$ cat src/hdl/pdm_pkg.sv
// Shared constants and types for the power-down mode logic
`default_nettype none
package pdm_pkg;
    // Register map (byte addresses)
    localparam logic [3:0] CTRL_STATUS_OFFSET = 4'h0;
    localparam logic [3:0] SLEEP_STATUS_OFFSET = 4'h4;
    localparam logic [3:0] INT_ENABLE_OFFSET = 4'h8;
    // Field positions in the control/status word
    localparam int PD_FIELD_LSB = 10;
    localparam int PD_FIELD_MSB = 15;
    localparam int GIE_BIT = 0;
    localparam int NMI_ENABLE_BIT = 1;
    // Reset values
    localparam logic [31:0] CTRL_STATUS_RESET = 32'h0000_0000;
    localparam logic [31:0] INT_ENABLE_RESET = 32'h0000_0000;
    // Power-down encodings
    localparam logic [5:0] PD_NONE = 6'h00;
    localparam logic [5:0] PD_LIGHT_ENABLED = 6'h09;
    localparam logic [5:0] PD_LIGHT_ANY = 6'h11;
    localparam logic [5:0] PD_CLOCK_HALT = 6'h1A;
    localparam logic [5:0] PD_DEEP = 6'h1C;
    // Entry delay into light sleep, in clock cycles
    localparam int LIGHT_ENTRY_CYCLES = 8;
    // Clock rate and PLL relock time after deep sleep
    localparam int CLK_MHZ = 50;
    localparam int PLL_LOCK_US = 75;
    localparam int PLL_LOCK_CYCLES = PLL_LOCK_US * CLK_MHZ;
    // AXI responses
    localparam logic [1:0] RESP_OKAY = 2'h0;
    localparam logic [1:0] RESP_SLVERR = 2'h2;
    // Sleep state, one-hot
    typedef enum logic [4:0] {
        ST_RUN = 5'h01,
        ST_ENTER = 5'h02,
        ST_LIGHT = 5'h04,
        ST_HALT = 5'h08,
        ST_DEEP = 5'h10
    } pdm_state_t;
endpackage
`default_nettype wire

$ cat src/hdl/pdm_wake_if.sv
// Wake request interface between the top and the wake decoder
`timescale 1ns/1ns
`default_nettype none
interface pdm_wake_if;
    logic [31:0] int_pending;
    logic [31:0] int_enable;
    logic global_int_enable;
    logic nmi_enable;
    logic wake_enabled;
    logic wake_any;
    logic run_isr;
    modport top (output int_pending, output int_enable, output global_int_enable, output nmi_enable,
        input wake_enabled, input wake_any, input run_isr);
    modport dec (input int_pending, input int_enable, input global_int_enable, input nmi_enable,
        output wake_enabled, output wake_any, output run_isr);
endinterface
`default_nettype wire
$ cat src/hdl/pdm_top.sv
// Power-down mode controller with AXI4-Lite register slave
//
// Local design decisions: the register offsets and the AXI4-Lite slave port.
`timescale 1ns/1ns
`default_nettype none

// Behaviour
// - Six-bit field selects mode and wake
// - Light sleep begins eight cycles after write
// - Non-enabled wake resumes without service
// - Enabled wake runs service then resumes
// - Service needs global and nmi enables
// - Halt and deep end only by reset
// - 001001 light sleep, enabled wake only
// - 010001 light sleep, any interrupt wakes
// - 011010 stops PLL output clock
// - 011100 stops PLL input clock
// - Light sleep keeps interrupt logic clocked
// - Light sleep gates CPU boundary clocks
// - Light sleep keeps DMA running
// - Deep modes retain registers and RAM
// - Deep modes freeze functional outputs
// - After deep sleep wait PLL relock
// - Async peripherals may still toggle
module pdm_top #(
    parameter int LOCK_CYCLES = pdm_pkg::PLL_LOCK_CYCLES
) (
    // Clock and reset
    input wire logic aclk,
    input wire logic aresetn,
    // AXI4-Lite write address
    input wire logic [3:0] s_axi_awaddr,
    input wire logic s_axi_awvalid,
    output logic s_axi_awready,
    // AXI4-Lite write data
    input wire logic [31:0] s_axi_wdata,
    input wire logic [3:0] s_axi_wstrb,
    input wire logic s_axi_wvalid,
    output logic s_axi_wready,
    // AXI4-Lite write response
    output logic [1:0] s_axi_bresp,
    output logic s_axi_bvalid,
    input wire logic s_axi_bready,
    // AXI4-Lite read address
    input wire logic [3:0] s_axi_araddr,
    input wire logic s_axi_arvalid,
    output logic s_axi_arready,
    // AXI4-Lite read data
    output logic [31:0] s_axi_rdata,
    output logic [1:0] s_axi_rresp,
    output logic s_axi_rvalid,
    input wire logic s_axi_rready,
    // Interrupt lines from the peripherals (same clock)
    input wire logic [31:0] int_pending,
    // Clock and activity controls
    output logic cpu_clk_en,
    output logic int_clk_en,
    output logic dma_clk_en,
    output logic pll_out_en,
    output logic pll_in_en,
    output logic io_freeze,
    output logic pll_locked,
    // Wake indications to the CPU, one-cycle pulses
    output logic wake_isr,
    output logic wake_resume
);
    import pdm_pkg::*;

    // Registers
    logic [31:0] csr_reg;
    logic [31:0] ier_reg;
    pdm_state_t state_reg;
    logic [3:0] enter_cnt_reg;
    logic [5:0] pending_mode_reg;
    logic [$clog2(LOCK_CYCLES+1)-1:0] lock_cnt_reg;
    // Bus latches
    logic aw_hold_reg;
    logic w_hold_reg;
    logic [3:0] aw_addr_reg;
    logic [31:0] w_data_reg;
    logic [3:0] w_strb_reg;

    // Wake decoder connection
    pdm_wake_if wif ();
    assign wif.int_pending = int_pending;
    assign wif.int_enable = ier_reg;
    assign wif.global_int_enable = csr_reg[GIE_BIT];
    assign wif.nmi_enable = csr_reg[NMI_ENABLE_BIT];
    pdm_wake_dec u_dec (
        .w(wif)
    );

    // Byte-lane merge, shared by both writable registers
    function automatic logic [31:0] merge(input logic [31:0] old, input logic [31:0] nw,
        input logic [3:0] strb);
        logic [31:0] r;
        r = old;
        for (int i = 0; i < 4; i++) begin
            if (strb[i]) begin
                r[i*8 +: 8] = nw[i*8 +: 8];
            end
        end
        return r;
    endfunction

    // Field decode into a supported mode; others map to none
    function automatic logic [5:0] legal_mode(input logic [5:0] f);
        case (f)
            PD_LIGHT_ENABLED, PD_LIGHT_ANY, PD_CLOCK_HALT, PD_DEEP: legal_mode = f;
            default: legal_mode = PD_NONE;
        endcase
    endfunction

    // Write is committed when both halves are held and response channel is free
    logic wr_go;
    assign wr_go = aw_hold_reg && w_hold_reg && !s_axi_bvalid;
    logic csr_write;
    assign csr_write = wr_go && (aw_addr_reg[3:2] == CTRL_STATUS_OFFSET[3:2]);
    logic [31:0] csr_written;
    assign csr_written = merge(csr_reg, w_data_reg, w_strb_reg);

    // Write address capture; taken independently of data
    always_ff @(posedge aclk) begin
        if (!aresetn) begin
            aw_hold_reg <= 1'b0;
            aw_addr_reg <= 4'h0;
        end else if (s_axi_awvalid && s_axi_awready) begin
            aw_hold_reg <= 1'b1;
            aw_addr_reg <= s_axi_awaddr;
        end else if (wr_go) begin
            aw_hold_reg <= 1'b0;
        end
    end

    // Write data capture
    always_ff @(posedge aclk) begin
        if (!aresetn) begin
            w_hold_reg <= 1'b0;
            w_data_reg <= 32'h0000_0000;
            w_strb_reg <= 4'h0;
        end else if (s_axi_wvalid && s_axi_wready) begin
            w_hold_reg <= 1'b1;
            w_data_reg <= s_axi_wdata;
            w_strb_reg <= s_axi_wstrb;
        end else if (wr_go) begin
            w_hold_reg <= 1'b0;
        end
    end

    // Ready flags: one cycle of ready per accepted beat
    always_ff @(posedge aclk) begin
        if (!aresetn) begin
            s_axi_awready <= 1'b0;
            s_axi_wready <= 1'b0;
        end else begin
            s_axi_awready <= !aw_hold_reg && !s_axi_awready && s_axi_awvalid;
            s_axi_wready <= !w_hold_reg && !s_axi_wready && s_axi_wvalid;
        end
    end

    // Write response; unmapped offsets answer SLVERR
    always_ff @(posedge aclk) begin
        if (!aresetn) begin
            s_axi_bvalid <= 1'b0;
            s_axi_bresp <= RESP_OKAY;
        end else if (wr_go) begin
            s_axi_bvalid <= 1'b1;
            if (aw_addr_reg[3:2] == CTRL_STATUS_OFFSET[3:2] ||
                aw_addr_reg[3:2] == INT_ENABLE_OFFSET[3:2]) begin
                s_axi_bresp <= RESP_OKAY;
            end else begin
                s_axi_bresp <= RESP_SLVERR;
            end
        end else if (s_axi_bready) begin
            s_axi_bvalid <= 1'b0;
        end
    end

    // Control/status register; whole field taken in one write
    always_ff @(posedge aclk) begin
        if (!aresetn) begin
            csr_reg <= CTRL_STATUS_RESET;
        end else if (csr_write) begin
            csr_reg <= csr_written;
            csr_reg[PD_FIELD_MSB] <= 1'b0; // Reserved bit kept zero
        end
    end

    // Interrupt enable register
    always_ff @(posedge aclk) begin
        if (!aresetn) begin
            ier_reg <= INT_ENABLE_RESET;
        end else if (wr_go && aw_addr_reg[3:2] == INT_ENABLE_OFFSET[3:2]) begin
            ier_reg <= merge(ier_reg, w_data_reg, w_strb_reg);
        end
    end

    // Read channel; state readable so software sees the mode in force
    always_ff @(posedge aclk) begin
        if (!aresetn) begin
            s_axi_arready <= 1'b0;
            s_axi_rvalid <= 1'b0;
            s_axi_rdata <= 32'h0000_0000;
            s_axi_rresp <= RESP_OKAY;
        end else if (s_axi_rvalid) begin
            s_axi_arready <= 1'b0;
            if (s_axi_rready) begin
                s_axi_rvalid <= 1'b0;
            end
        end else if (s_axi_arvalid && !s_axi_arready) begin
            s_axi_arready <= 1'b1;
        end else if (s_axi_arvalid && s_axi_arready) begin
            s_axi_arready <= 1'b0;
            s_axi_rvalid <= 1'b1;
            s_axi_rresp <= RESP_OKAY;
            case (s_axi_araddr[3:2])
                CTRL_STATUS_OFFSET[3:2]: s_axi_rdata <= csr_reg;
                SLEEP_STATUS_OFFSET[3:2]: s_axi_rdata <= {26'h0, pll_locked, state_reg};
                INT_ENABLE_OFFSET[3:2]: s_axi_rdata <= ier_reg;
                default: begin
                    s_axi_rdata <= 32'h0000_0000;
                    s_axi_rresp <= RESP_SLVERR;
                end
            endcase
        end
    end

    // Entry countdown; counts every cycle from the write
    always_ff @(posedge aclk) begin
        if (!aresetn) begin
            enter_cnt_reg <= 4'h0;
            pending_mode_reg <= PD_NONE;
        end else if (csr_write && state_reg == ST_RUN &&
            legal_mode(csr_written[PD_FIELD_MSB:PD_FIELD_LSB]) != PD_NONE) begin
            enter_cnt_reg <= 4'(LIGHT_ENTRY_CYCLES - 1);
            pending_mode_reg <= legal_mode(csr_written[PD_FIELD_MSB:PD_FIELD_LSB]);
        end else if (enter_cnt_reg != 4'h0) begin
            enter_cnt_reg <= enter_cnt_reg - 4'h1;
        end
    end

    // Sleep state machine
    always_ff @(posedge aclk) begin
        if (!aresetn) begin
            state_reg <= ST_RUN; // Reset is the only exit from deep modes
            wake_isr <= 1'b0;
            wake_resume <= 1'b0;
        end else begin
            wake_isr <= 1'b0;
            wake_resume <= 1'b0;
            case (state_reg)
                ST_RUN: begin
                    if (enter_cnt_reg == 4'h1) begin
                        state_reg <= ST_ENTER;
                    end
                end
                ST_ENTER: begin
                    case (pending_mode_reg)
                        PD_CLOCK_HALT: state_reg <= ST_HALT;
                        PD_DEEP: state_reg <= ST_DEEP;
                        default: state_reg <= ST_LIGHT;
                    endcase
                end
                ST_LIGHT: begin
                    if (wif.wake_enabled) begin
                        state_reg <= ST_RUN;
                        wake_isr <= wif.run_isr;
                        wake_resume <= !wif.run_isr;
                    end else if (wif.wake_any && pending_mode_reg == PD_LIGHT_ANY) begin
                        state_reg <= ST_RUN;
                        wake_resume <= 1'b1; // Resume, no service
                    end
                end
                ST_HALT, ST_DEEP: state_reg <= state_reg; // No interrupt exits
                default: state_reg <= ST_RUN;
            endcase
        end
    end

    // PLL relock wait after reset; deep exit always passes reset, so every reset waits
    always_ff @(posedge aclk) begin
        if (!aresetn) begin
            lock_cnt_reg <= '0;
            pll_locked <= 1'b0;
        end else if (!pll_locked) begin
            if (lock_cnt_reg == ($clog2(LOCK_CYCLES+1))'(LOCK_CYCLES - 1)) begin
                pll_locked <= 1'b1;
            end else begin
                lock_cnt_reg <= lock_cnt_reg + 1'b1;
            end
        end
    end

    // Clock enables; registers and RAM hold because clocks only stop
    always_ff @(posedge aclk) begin
        if (!aresetn) begin
            cpu_clk_en <= 1'b0;
            int_clk_en <= 1'b0;
            dma_clk_en <= 1'b0;
            pll_out_en <= 1'b1;
            pll_in_en <= 1'b1;
            io_freeze <= 1'b0;
        end else begin
            cpu_clk_en <= pll_locked && (state_reg == ST_RUN || state_reg == ST_ENTER);
            int_clk_en <= pll_locked && state_reg != ST_HALT && state_reg != ST_DEEP;
            dma_clk_en <= pll_locked && state_reg != ST_HALT && state_reg != ST_DEEP;
            pll_out_en <= state_reg != ST_HALT;
            pll_in_en <= state_reg != ST_DEEP;
            // Async peripherals are not covered by this freeze
            io_freeze <= state_reg == ST_HALT || state_reg == ST_DEEP;
        end
    end
endmodule
`default_nettype wire

$ cat src/hdl/pdm_wake_dec.sv
// Wake decoder: classifies pending interrupts
`timescale 1ns/1ns
`default_nettype none
module pdm_wake_dec (
    pdm_wake_if.dec w
);
    // Any enabled interrupt pending
    assign w.wake_enabled = |(w.int_pending & w.int_enable);
    // Any interrupt at all pending
    assign w.wake_any = |w.int_pending;
    // Service routine only with both global enables set
    assign w.run_isr = w.wake_enabled & w.global_int_enable & w.nmi_enable;
endmodule
`default_nettype wire

$ cat config.mk
export PLATFORM = sky130hd
export DESIGN_NAME = pdm_top
export DESIGN_NICKNAME = d
export VERILOG_FILES = /design/src/hdl/pdm_pkg.sv /design/src/hdl/pdm_wake_if.sv /design/src/hdl/pdm_top.sv /design/src/hdl/pdm_wake_dec.sv
export SDC_FILE = /design/constraint.sdc
export NUM_CORES = 1
export LEC_CHECK = 0
export ABC_AREA = 1
export ABC_CLOCK_PERIOD_IN_PS = 3600
export BUFFER_PORTS_ARGS = -buffer_cell sky130_fd_sc_hd__buf_2
export CORE_MARGIN = 5
export CORE_UTILIZATION = 25
export DETAILED_ROUTE_END_ITERATION = 10
export GPL_ROUTABILITY_DRIVEN = 0
export SLEW_MARGIN = 10
export SYNTH_ARGS = -nofsm -noshare
export SYNTH_HDL_FRONTEND = slang
export SYNTH_SLANG_ARGS = --single-unit
$ cat constraint.sdc
create_clock -name aclk -period 3.6 [get_ports aclk]
set_input_delay 0.18 -clock aclk [delete_from_list [all_inputs] [get_ports aclk]]
set_output_delay 0.18 -clock aclk [all_outputs]
set_load 0.01 [all_outputs]
# Word-level counts from Yosys, hierarchy flattened
# Index checks and enable logic that the tools add are counted.
[totals]
input_bits = 83
wordCells = 152
out_inout_bits = 50
regBits = 181
[classes]
n_eq_ne = 21
add_sub_neg = 2
reduce_logical = 57
n_mux = 28
bitwise = 9
[ops]
columns = ["cell", "n"]
rows = [
  ["$pmux 32 s3", 1],
  ["$reduce_or 32->1", 2],
  ["$eq 6x5->1 const B", 6],
  ["$and 32x32->32", 1],
  ["$pmux 5 s4", 1],
  ["$reduce_and 2->1", 10],
  ["$logic_and 1x1->1", 18],
  ["$mux 1", 15],
  ["$mux 5", 3],
  ["$add 12x1->12 const B", 1],
  ["$eq 12x12->1 const B", 1],
  ["$mux 6", 2],
  ["$pmux 5 s2", 1],
  ["$reduce_bool 2->1", 5],
  ["$reduce_and 3->1", 3],
  ["$mux 8", 1],
  ["$logic_not 1->1", 7],
  ["$eq 6x4->1 const B", 1],
  ["$mux 3", 2],
  ["$not 1->1", 6],
  ["$reduce_bool 6->1", 1],
  ["$reduce_or 2->1", 3],
  ["$eq 5x1->1 const B", 1],
  ["$eq 5x2->1 const B", 1],
  ["other kinds (18)", 24],
]

# Logic depth before layout (Yosys ltp)
[logic_depth]
ltp_word = 8
depth_mapped = 11
depth_no_buf = 11

# Hierarchy
# From an unflattened synthesis, not the netlist that was laid out.
[hier_totals]
cells_unflattened = 1013
hier_area_um2 = 7437.1
[by_module_without_submodules]
columns = ["module", "area_each_um2", "seq_area_each_um2", "cells_per_inst", "n_inst"]
rows = [
  ["pdm_top", 7103.1, 3543.4, 928, 1],
  ["pdm_wake_dec", 334.1, 0.0, 85, 1],
]

# Worst setup path before layout
# Ideal clock, no wire load.
[synth_timing]
path_kind = "reg-to-reg"
startpoint = "register w_strb_reg[1]"
endpoint = "register pending_mode_reg[0]"
arrival_ns = 1.264
slack_ns = 2.198
path_stages_with_launch = 10
setup_ns = 0.138
path_buffers = 1
t_required_ns = 3.462
period_less_slack_ns = 1.402
path_cell_list = "dfxtp_1 > buf_6 > o21ai_2 > inv_1 > nand2_1 > nand2_1 > nor2_2 > nand4_4 > nand2_1 > a21oi_1"
[synth_between]
elab_chain_cells = 7
word_cells_on_any_way = 10
classes_between = "4 x eq/ne; 3 x mux; 3 x reduce/logical"
[synth_lines]
columns = ["element", "line", "source"]
rows = [
  ["start: declaration", "pdm_top.sv:81", "logic [3:0] w_strb_reg;"],
  ["start signal: assignment", "pdm_top.sv:144", "w_strb_reg <= s_axi_wstrb;"],
  ["$mux 8 *", "pdm_top.sv:99", "if (strb[i]) begin"],
  ["$eq 6x4->1 / $eq 6x5->1 (equally long branches)", "pdm_top.sv:108", "case (f)"],
  ["$reduce_or 4->1", "pdm_top.sv:108", ""],
  ["$mux 6 *", "pdm_top.sv:108", ""],
  ["$mux 6", "pdm_top.sv:230", "if (!aresetn) begin"],
  ["$reduce_bool 6->1", "pdm_top.sv:234", "legal_mode(csr_written[PD_FIELD_MSB:PD_FIELD_LSB]) != PD_NONE) begin"],
  ["$logic_and 1x1->1", "pdm_top.sv:233", "end else if (csr_write && state_reg == ST_RUN &&"],
  ["end signal: assignment", "pdm_top.sv:236", "pending_mode_reg <= legal_mode(csr_written[PD_FIELD_MSB:PD_FIELD_LSB]);"],
  ["end: declaration", "pdm_top.sv:74", "logic [5:0] pending_mode_reg;"],
]
# Every way passes the cells marked *; elsewhere a longest branch is shown, timed or not. The select of a mux whose other input is x is not followed.
# A chain may end at the register's enable or synchronous reset.

# Worst setup path after layout
[layout_timing]
startpoint = "register w_hold_reg"
endpoint = "register csr_reg[26]"
[layout_between]
elab_chain_cells = 4
[layout_lines]
columns = ["element", "line", "source"]
rows = [
  ["start: declaration", "pdm_top.sv:78", "logic w_hold_reg;"],
  ["start signal: assignment", "pdm_top.sv:138", "w_hold_reg <= 1'b0;"],
  ["start signal: assignment", "pdm_top.sv:142", "w_hold_reg <= 1'b1;"],
  ["start signal: assignment", "pdm_top.sv:146", "w_hold_reg <= 1'b0;"],
  ["$logic_and 1x1->1 (2 in series)", "pdm_top.sv:116", "assign wr_go = aw_hold_reg && w_hold_reg && !s_axi_bvalid;"],
  ["$logic_and 1x1->1", "pdm_top.sv:118", "assign csr_write = wr_go && (aw_addr_reg[3:2] == CTRL_STATUS_OFFSET[3:2]);"],
  ["$reduce_and 2->1 (no line)", "-", ""],
  ["end signal: assignment", "pdm_top.sv:184", "csr_reg <= csr_written;"],
  ["end: declaration", "pdm_top.sv:70", "logic [31:0] csr_reg;"],
]
# No other way between the ends.

==> results.rst <==
.. list-table::
   :header-rows: 1

   * - Metric
     - Value
   * - Count of vias placed by the detailed router
     - 7097
   * - Number of clock sinks seen by CTS
     - 177
   * - Vias in the first global route
     - 6828
   * - Reg2reg start
     - w_hold_reg
   * - Setup repair after global routing missed its margin
     - false
   * - Number of warning messages in the yosys log
     - 0
   * - Count of flip-flops with a built-in enable after synthesis
     - 0
   * - Commonest non-fill, non-tap cell in the layout
     - sky130_fd_sc_hd__nand2_1
   * - Worst endpoint data arrival time
     - 2.41 ns
   * - Highest-count cells in the layout ignoring fill and taps
     - sky130_fd_sc_hd__nand2_1 (267), sky130_fd_sc_hd__dfxtp_1 (177), sky130_fd_sc_hd__buf_2 (126)
   * - Routed len/inst
     - 14.4 µm
   * - Initial Util
     - 0.254
   * - Post-synthesis register bit count
     - 177
   * - Data required time of the critical path
     - 3.90 ns
   * - Iteration-0 DRC Markers
     - 445
   * - Sum of negative setup slack
     - 0 ns
   * - Summed instance area of the synthesized netlist
     - 7550 µm²
   * - Proportion of synthesized flip-flops having asynchronous set or reset
     - 0
   * - Setup crit start
     - w_hold_reg
   * - Number of filler cells placed in the layout
     - 3190
   * - Worst clock skew
     - 0.0165 ns
   * - Highest clock frequency the design can meet
     - 474 MHz
   * - Avg Vias per Cell
     - 4.56
   * - Leakage Power
     - 3.48 nW
   * - Max_cap viols
     - 0
   * - Clock slew seen by the registers of the worst setup and hold paths
     - 0.08 ns
   * - Global-route usage over all layers
     - 0.132
   * - Initial antenna violation count
     - 2
   * - Largest fanout on the critical path
     - 32
   * - Maximum level of the CTS H-tree
     - 4
   * - Cell area after layout
     - 9270 µm²
   * - Endpoint of the worst register-to-register path
     - csr_reg[26]
   * - Post-DRT Antenna Nets
     - 0
   * - Post-CTS Setup Inserts
     - 0
   * - Startpoint type of the worst setup path
     - flop
   * - FF/Latch Area
     - 3540 µm²
   * - Count of endpoints failing setup in the final report
     - 0
   * - Post-synthesis sequential area ratio
     - 0.469
   * - Die Span Y
     - 184 µm
   * - Internal reg-to-reg setup slack
     - 1.49 ns
   * - Final wirelength
     - 22400 µm
   * - Worst slew pin tran
     - 0.875 ns
   * - Worst-skew pair later-pin latency
     - 0.44 ns
   * - Area taken by multi-input logic gates
     - 3530 µm²
   * - Die X-Extent
     - 184 µm
   * - Die outline area
     - 33800 µm²
   * - Class of the tightest hold or removal check
     - primary input to flop
   * - Power density relative to cell area
     - 485 nW/µm²
   * - Placeable core area
     - 29700 µm²
   * - Outcome
     - finished, final reports clean
   * - Total count of hold-check failures in the final report
     - 0
   * - Port Buf Inserts
     - 126
   * - Worst-case headroom to the max-slew limit
     - 0.416
   * - # nets final
     - 1239
   * - Dpl cell area
     - 8500 µm²
   * - Total iterations of the first detailed-routing run
     - 6
   * - Root Buffer Master
     - sky130_fd_sc_hd__clkbuf_16
   * - Slew Limit Fails
     - 0
   * - Endpoint class of the critical path
     - flop
   * - Synth-to-layout area growth
     - 22.7%
   * - Top FF cell, synth
     - sky130_fd_sc_hd__dfxtp_1
   * - Mean post-synth cell area
     - 7.28 µm²
   * - CTS tree
     - yes
   * - Part of the cycle the worst path needs
     - 0.587
   * - Total clock buffers created by CTS
     - 17
   * - Critical path type
     - flop to flop
   * - Site row count
     - 63
   * - Overall power after layout
     - 4.50 mW
   * - Maximum count of clock buffers along a single path
     - 2
   * - Number of cells on the worst reg-to-reg path
     - 9
   * - Min Clock Period, post-route
     - 2.11 ns
   * - Overall overflow remaining after global route
     - 0
   * - Wire length of the first global-routing pass
     - 36000 µm
   * - Unique cell type count in the Yosys netlist
     - 40
   * - Worst setup path endpoint
     - csr_reg[26]
   * - Number of I/O pins
     - 133
   * - HPWL after detailed placement
     - 16000 µm
   * - Largest net degree at the start of global routing
     - 91
   * - Worst vdd rail ir drop
     - 0.000268 V
   * - Fraction of layout instances using a drive strength above 1
     - 0.178
   * - Number of instances in the synthesized netlist
     - 1038
   * - DRC Markers
     - 0
==> cell usage after synthesis (2+ instances only) <==
cell / n / area, µm²
sky130_fd_sc_hd__clkbuf_1: 39 / 146
sky130_fd_sc_hd__nor2_4: 6 / 67.6
sky130_fd_sc_hd__nor3_2: 2 / 20.0
sky130_fd_sc_hd__dfxtp_1: 177 / 3540
sky130_fd_sc_hd__o21ai_2: 2 / 17.5
sky130_fd_sc_hd__nor2_1: 126 / 473
sky130_fd_sc_hd__ha_1: 4 / 50.1
sky130_fd_sc_hd__a31oi_1: 25 / 156
sky130_fd_sc_hd__o21ai_0: 64 / 320
sky130_fd_sc_hd__inv_2: 6 / 22.5
sky130_fd_sc_hd__nor3_1: 12 / 60.1
sky130_fd_sc_hd__nand4_1: 11 / 68.8
sky130_fd_sc_hd__clkinv_1: 2 / 7.51
sky130_fd_sc_hd__nand3_1: 89 / 445
sky130_fd_sc_hd__buf_4: 6 / 45.0
sky130_fd_sc_hd__a21oi_2: 2 / 17.5
sky130_fd_sc_hd__or2_2: 3 / 18.8
sky130_fd_sc_hd__buf_6: 4 / 45.0
sky130_fd_sc_hd__nand2_2: 4 / 25.0
sky130_fd_sc_hd__nor2_2: 2 / 12.5
sky130_fd_sc_hd__xnor2_1: 3 / 26.3
sky130_fd_sc_hd__a21oi_1: 97 / 485
sky130_fd_sc_hd__buf_2: 3 / 15.0
sky130_fd_sc_hd__o21ai_4: 2 / 32.5
sky130_fd_sc_hd__nand2_1: 267 / 1000
sky130_fd_sc_hd__nor4_1: 3 / 18.8
sky130_fd_sc_hd__o21ai_1: 10 / 50.1
sky130_fd_sc_hd__inv_1: 49 / 184
sky130_fd_sc_hd__buf_1: 4 / 15.0
sky130_fd_sc_hd__xor2_1: 4 / 35.0
==> metal layers <==
layer,routed length [µm],track usage
met5,0,0
met4,427,0.0411
met3,997,0.0243
met2,10300,0.217
met1,10700,0.177
==> kinds of logic after synthesis <==
logic type	count (synthesis)	synth area share
simple gates	531	0.304
compound gates	204	0.146
flops	177	0.469
buf+inv	114	0.0656
xor+xnor	7	0.00812
fa+ha+maj	4	0.00663
other cells	1	0.000497
==> area by class of cell <==
class,count,share of cell area
well taps,390,0.0527
flip-flops and latches,177,0.382
diodes,2,0.000540
clock inverters,15,0.0212
inverters,57,0.0231
multi-input cells,748,0.381
clock buffers,17,0.0459
repair buffers,151,0.0934
==> critical path, stage by stage, from the launching register on <==
cell and delay (ns):
sky130_fd_sc_hd__dfxtp_1 0.36, sky130_fd_sc_hd__nand2_1 0.07, sky130_fd_sc_hd__nor2_2 0.11, sky130_fd_sc_hd__inv_2 0.09, sky130_fd_sc_hd__nor2_4 0.12, sky130_fd_sc_hd__nand2_4 0.12, sky130_fd_sc_hd__inv_2 0.52, sky130_fd_sc_hd__nand2_1 0.38
sky130_fd_sc_hd__nand2_1 0.14, sky130_fd_sc_hd__a21oi_1 0.06
==> metrics by stage <==
stage	hold slack [ns]	std cells	setup WS (ns)	util
finish	0.0122	1557	1.49	0.312
global route	0.0149	1557	1.25	0.312
CTS	0.00120	1555	1.46	0.312
detailed placement	0.425	1509	1.45	0.286
global placement	0.421	1509	1.48	0.286
floorplan	0.307	1039	2.20	-
==> report_power, final <==
group	total (mW)	internal [mW]	switching (mW)
Sequential	2.11	2.04	0.0720
Combinational	0.489	0.192	0.297
Clock	1.90	0.958	0.941
Total	4.50	3.19	1.31
==> what timing repair did <==
action | 4_1_cts | 5_1_grt
hold endpoints to repair | 14 | 0
gates resized for setup | 0 | 0
hold buffers | 14 | 0
==> worst min-delay path by stage <==
| stage | startpoint | to | slack [ns] | depth (start not counted) |
|---|---|---|---|---|
| finish | s_axi_wdata[17] | w_data_reg[17] | 0.01 | 3 |
| global route | s_axi_wdata[4] | w_data_reg[4] | 0.01 | 3 |
| CTS | s_axi_wdata[15] | w_data_reg[15] | 0.001 | 3 |
| detailed placement | s_axi_wdata[3] | w_data_reg[3] | 0.43 | 3 |
| global placement | s_axi_wdata[7] | w_data_reg[7] | 0.42 | 3 |
| floorplan | s_axi_awvalid | s_axi_awready | 0.31 | 2 |
No activity file was read; power rests on OpenSTA's default activity.
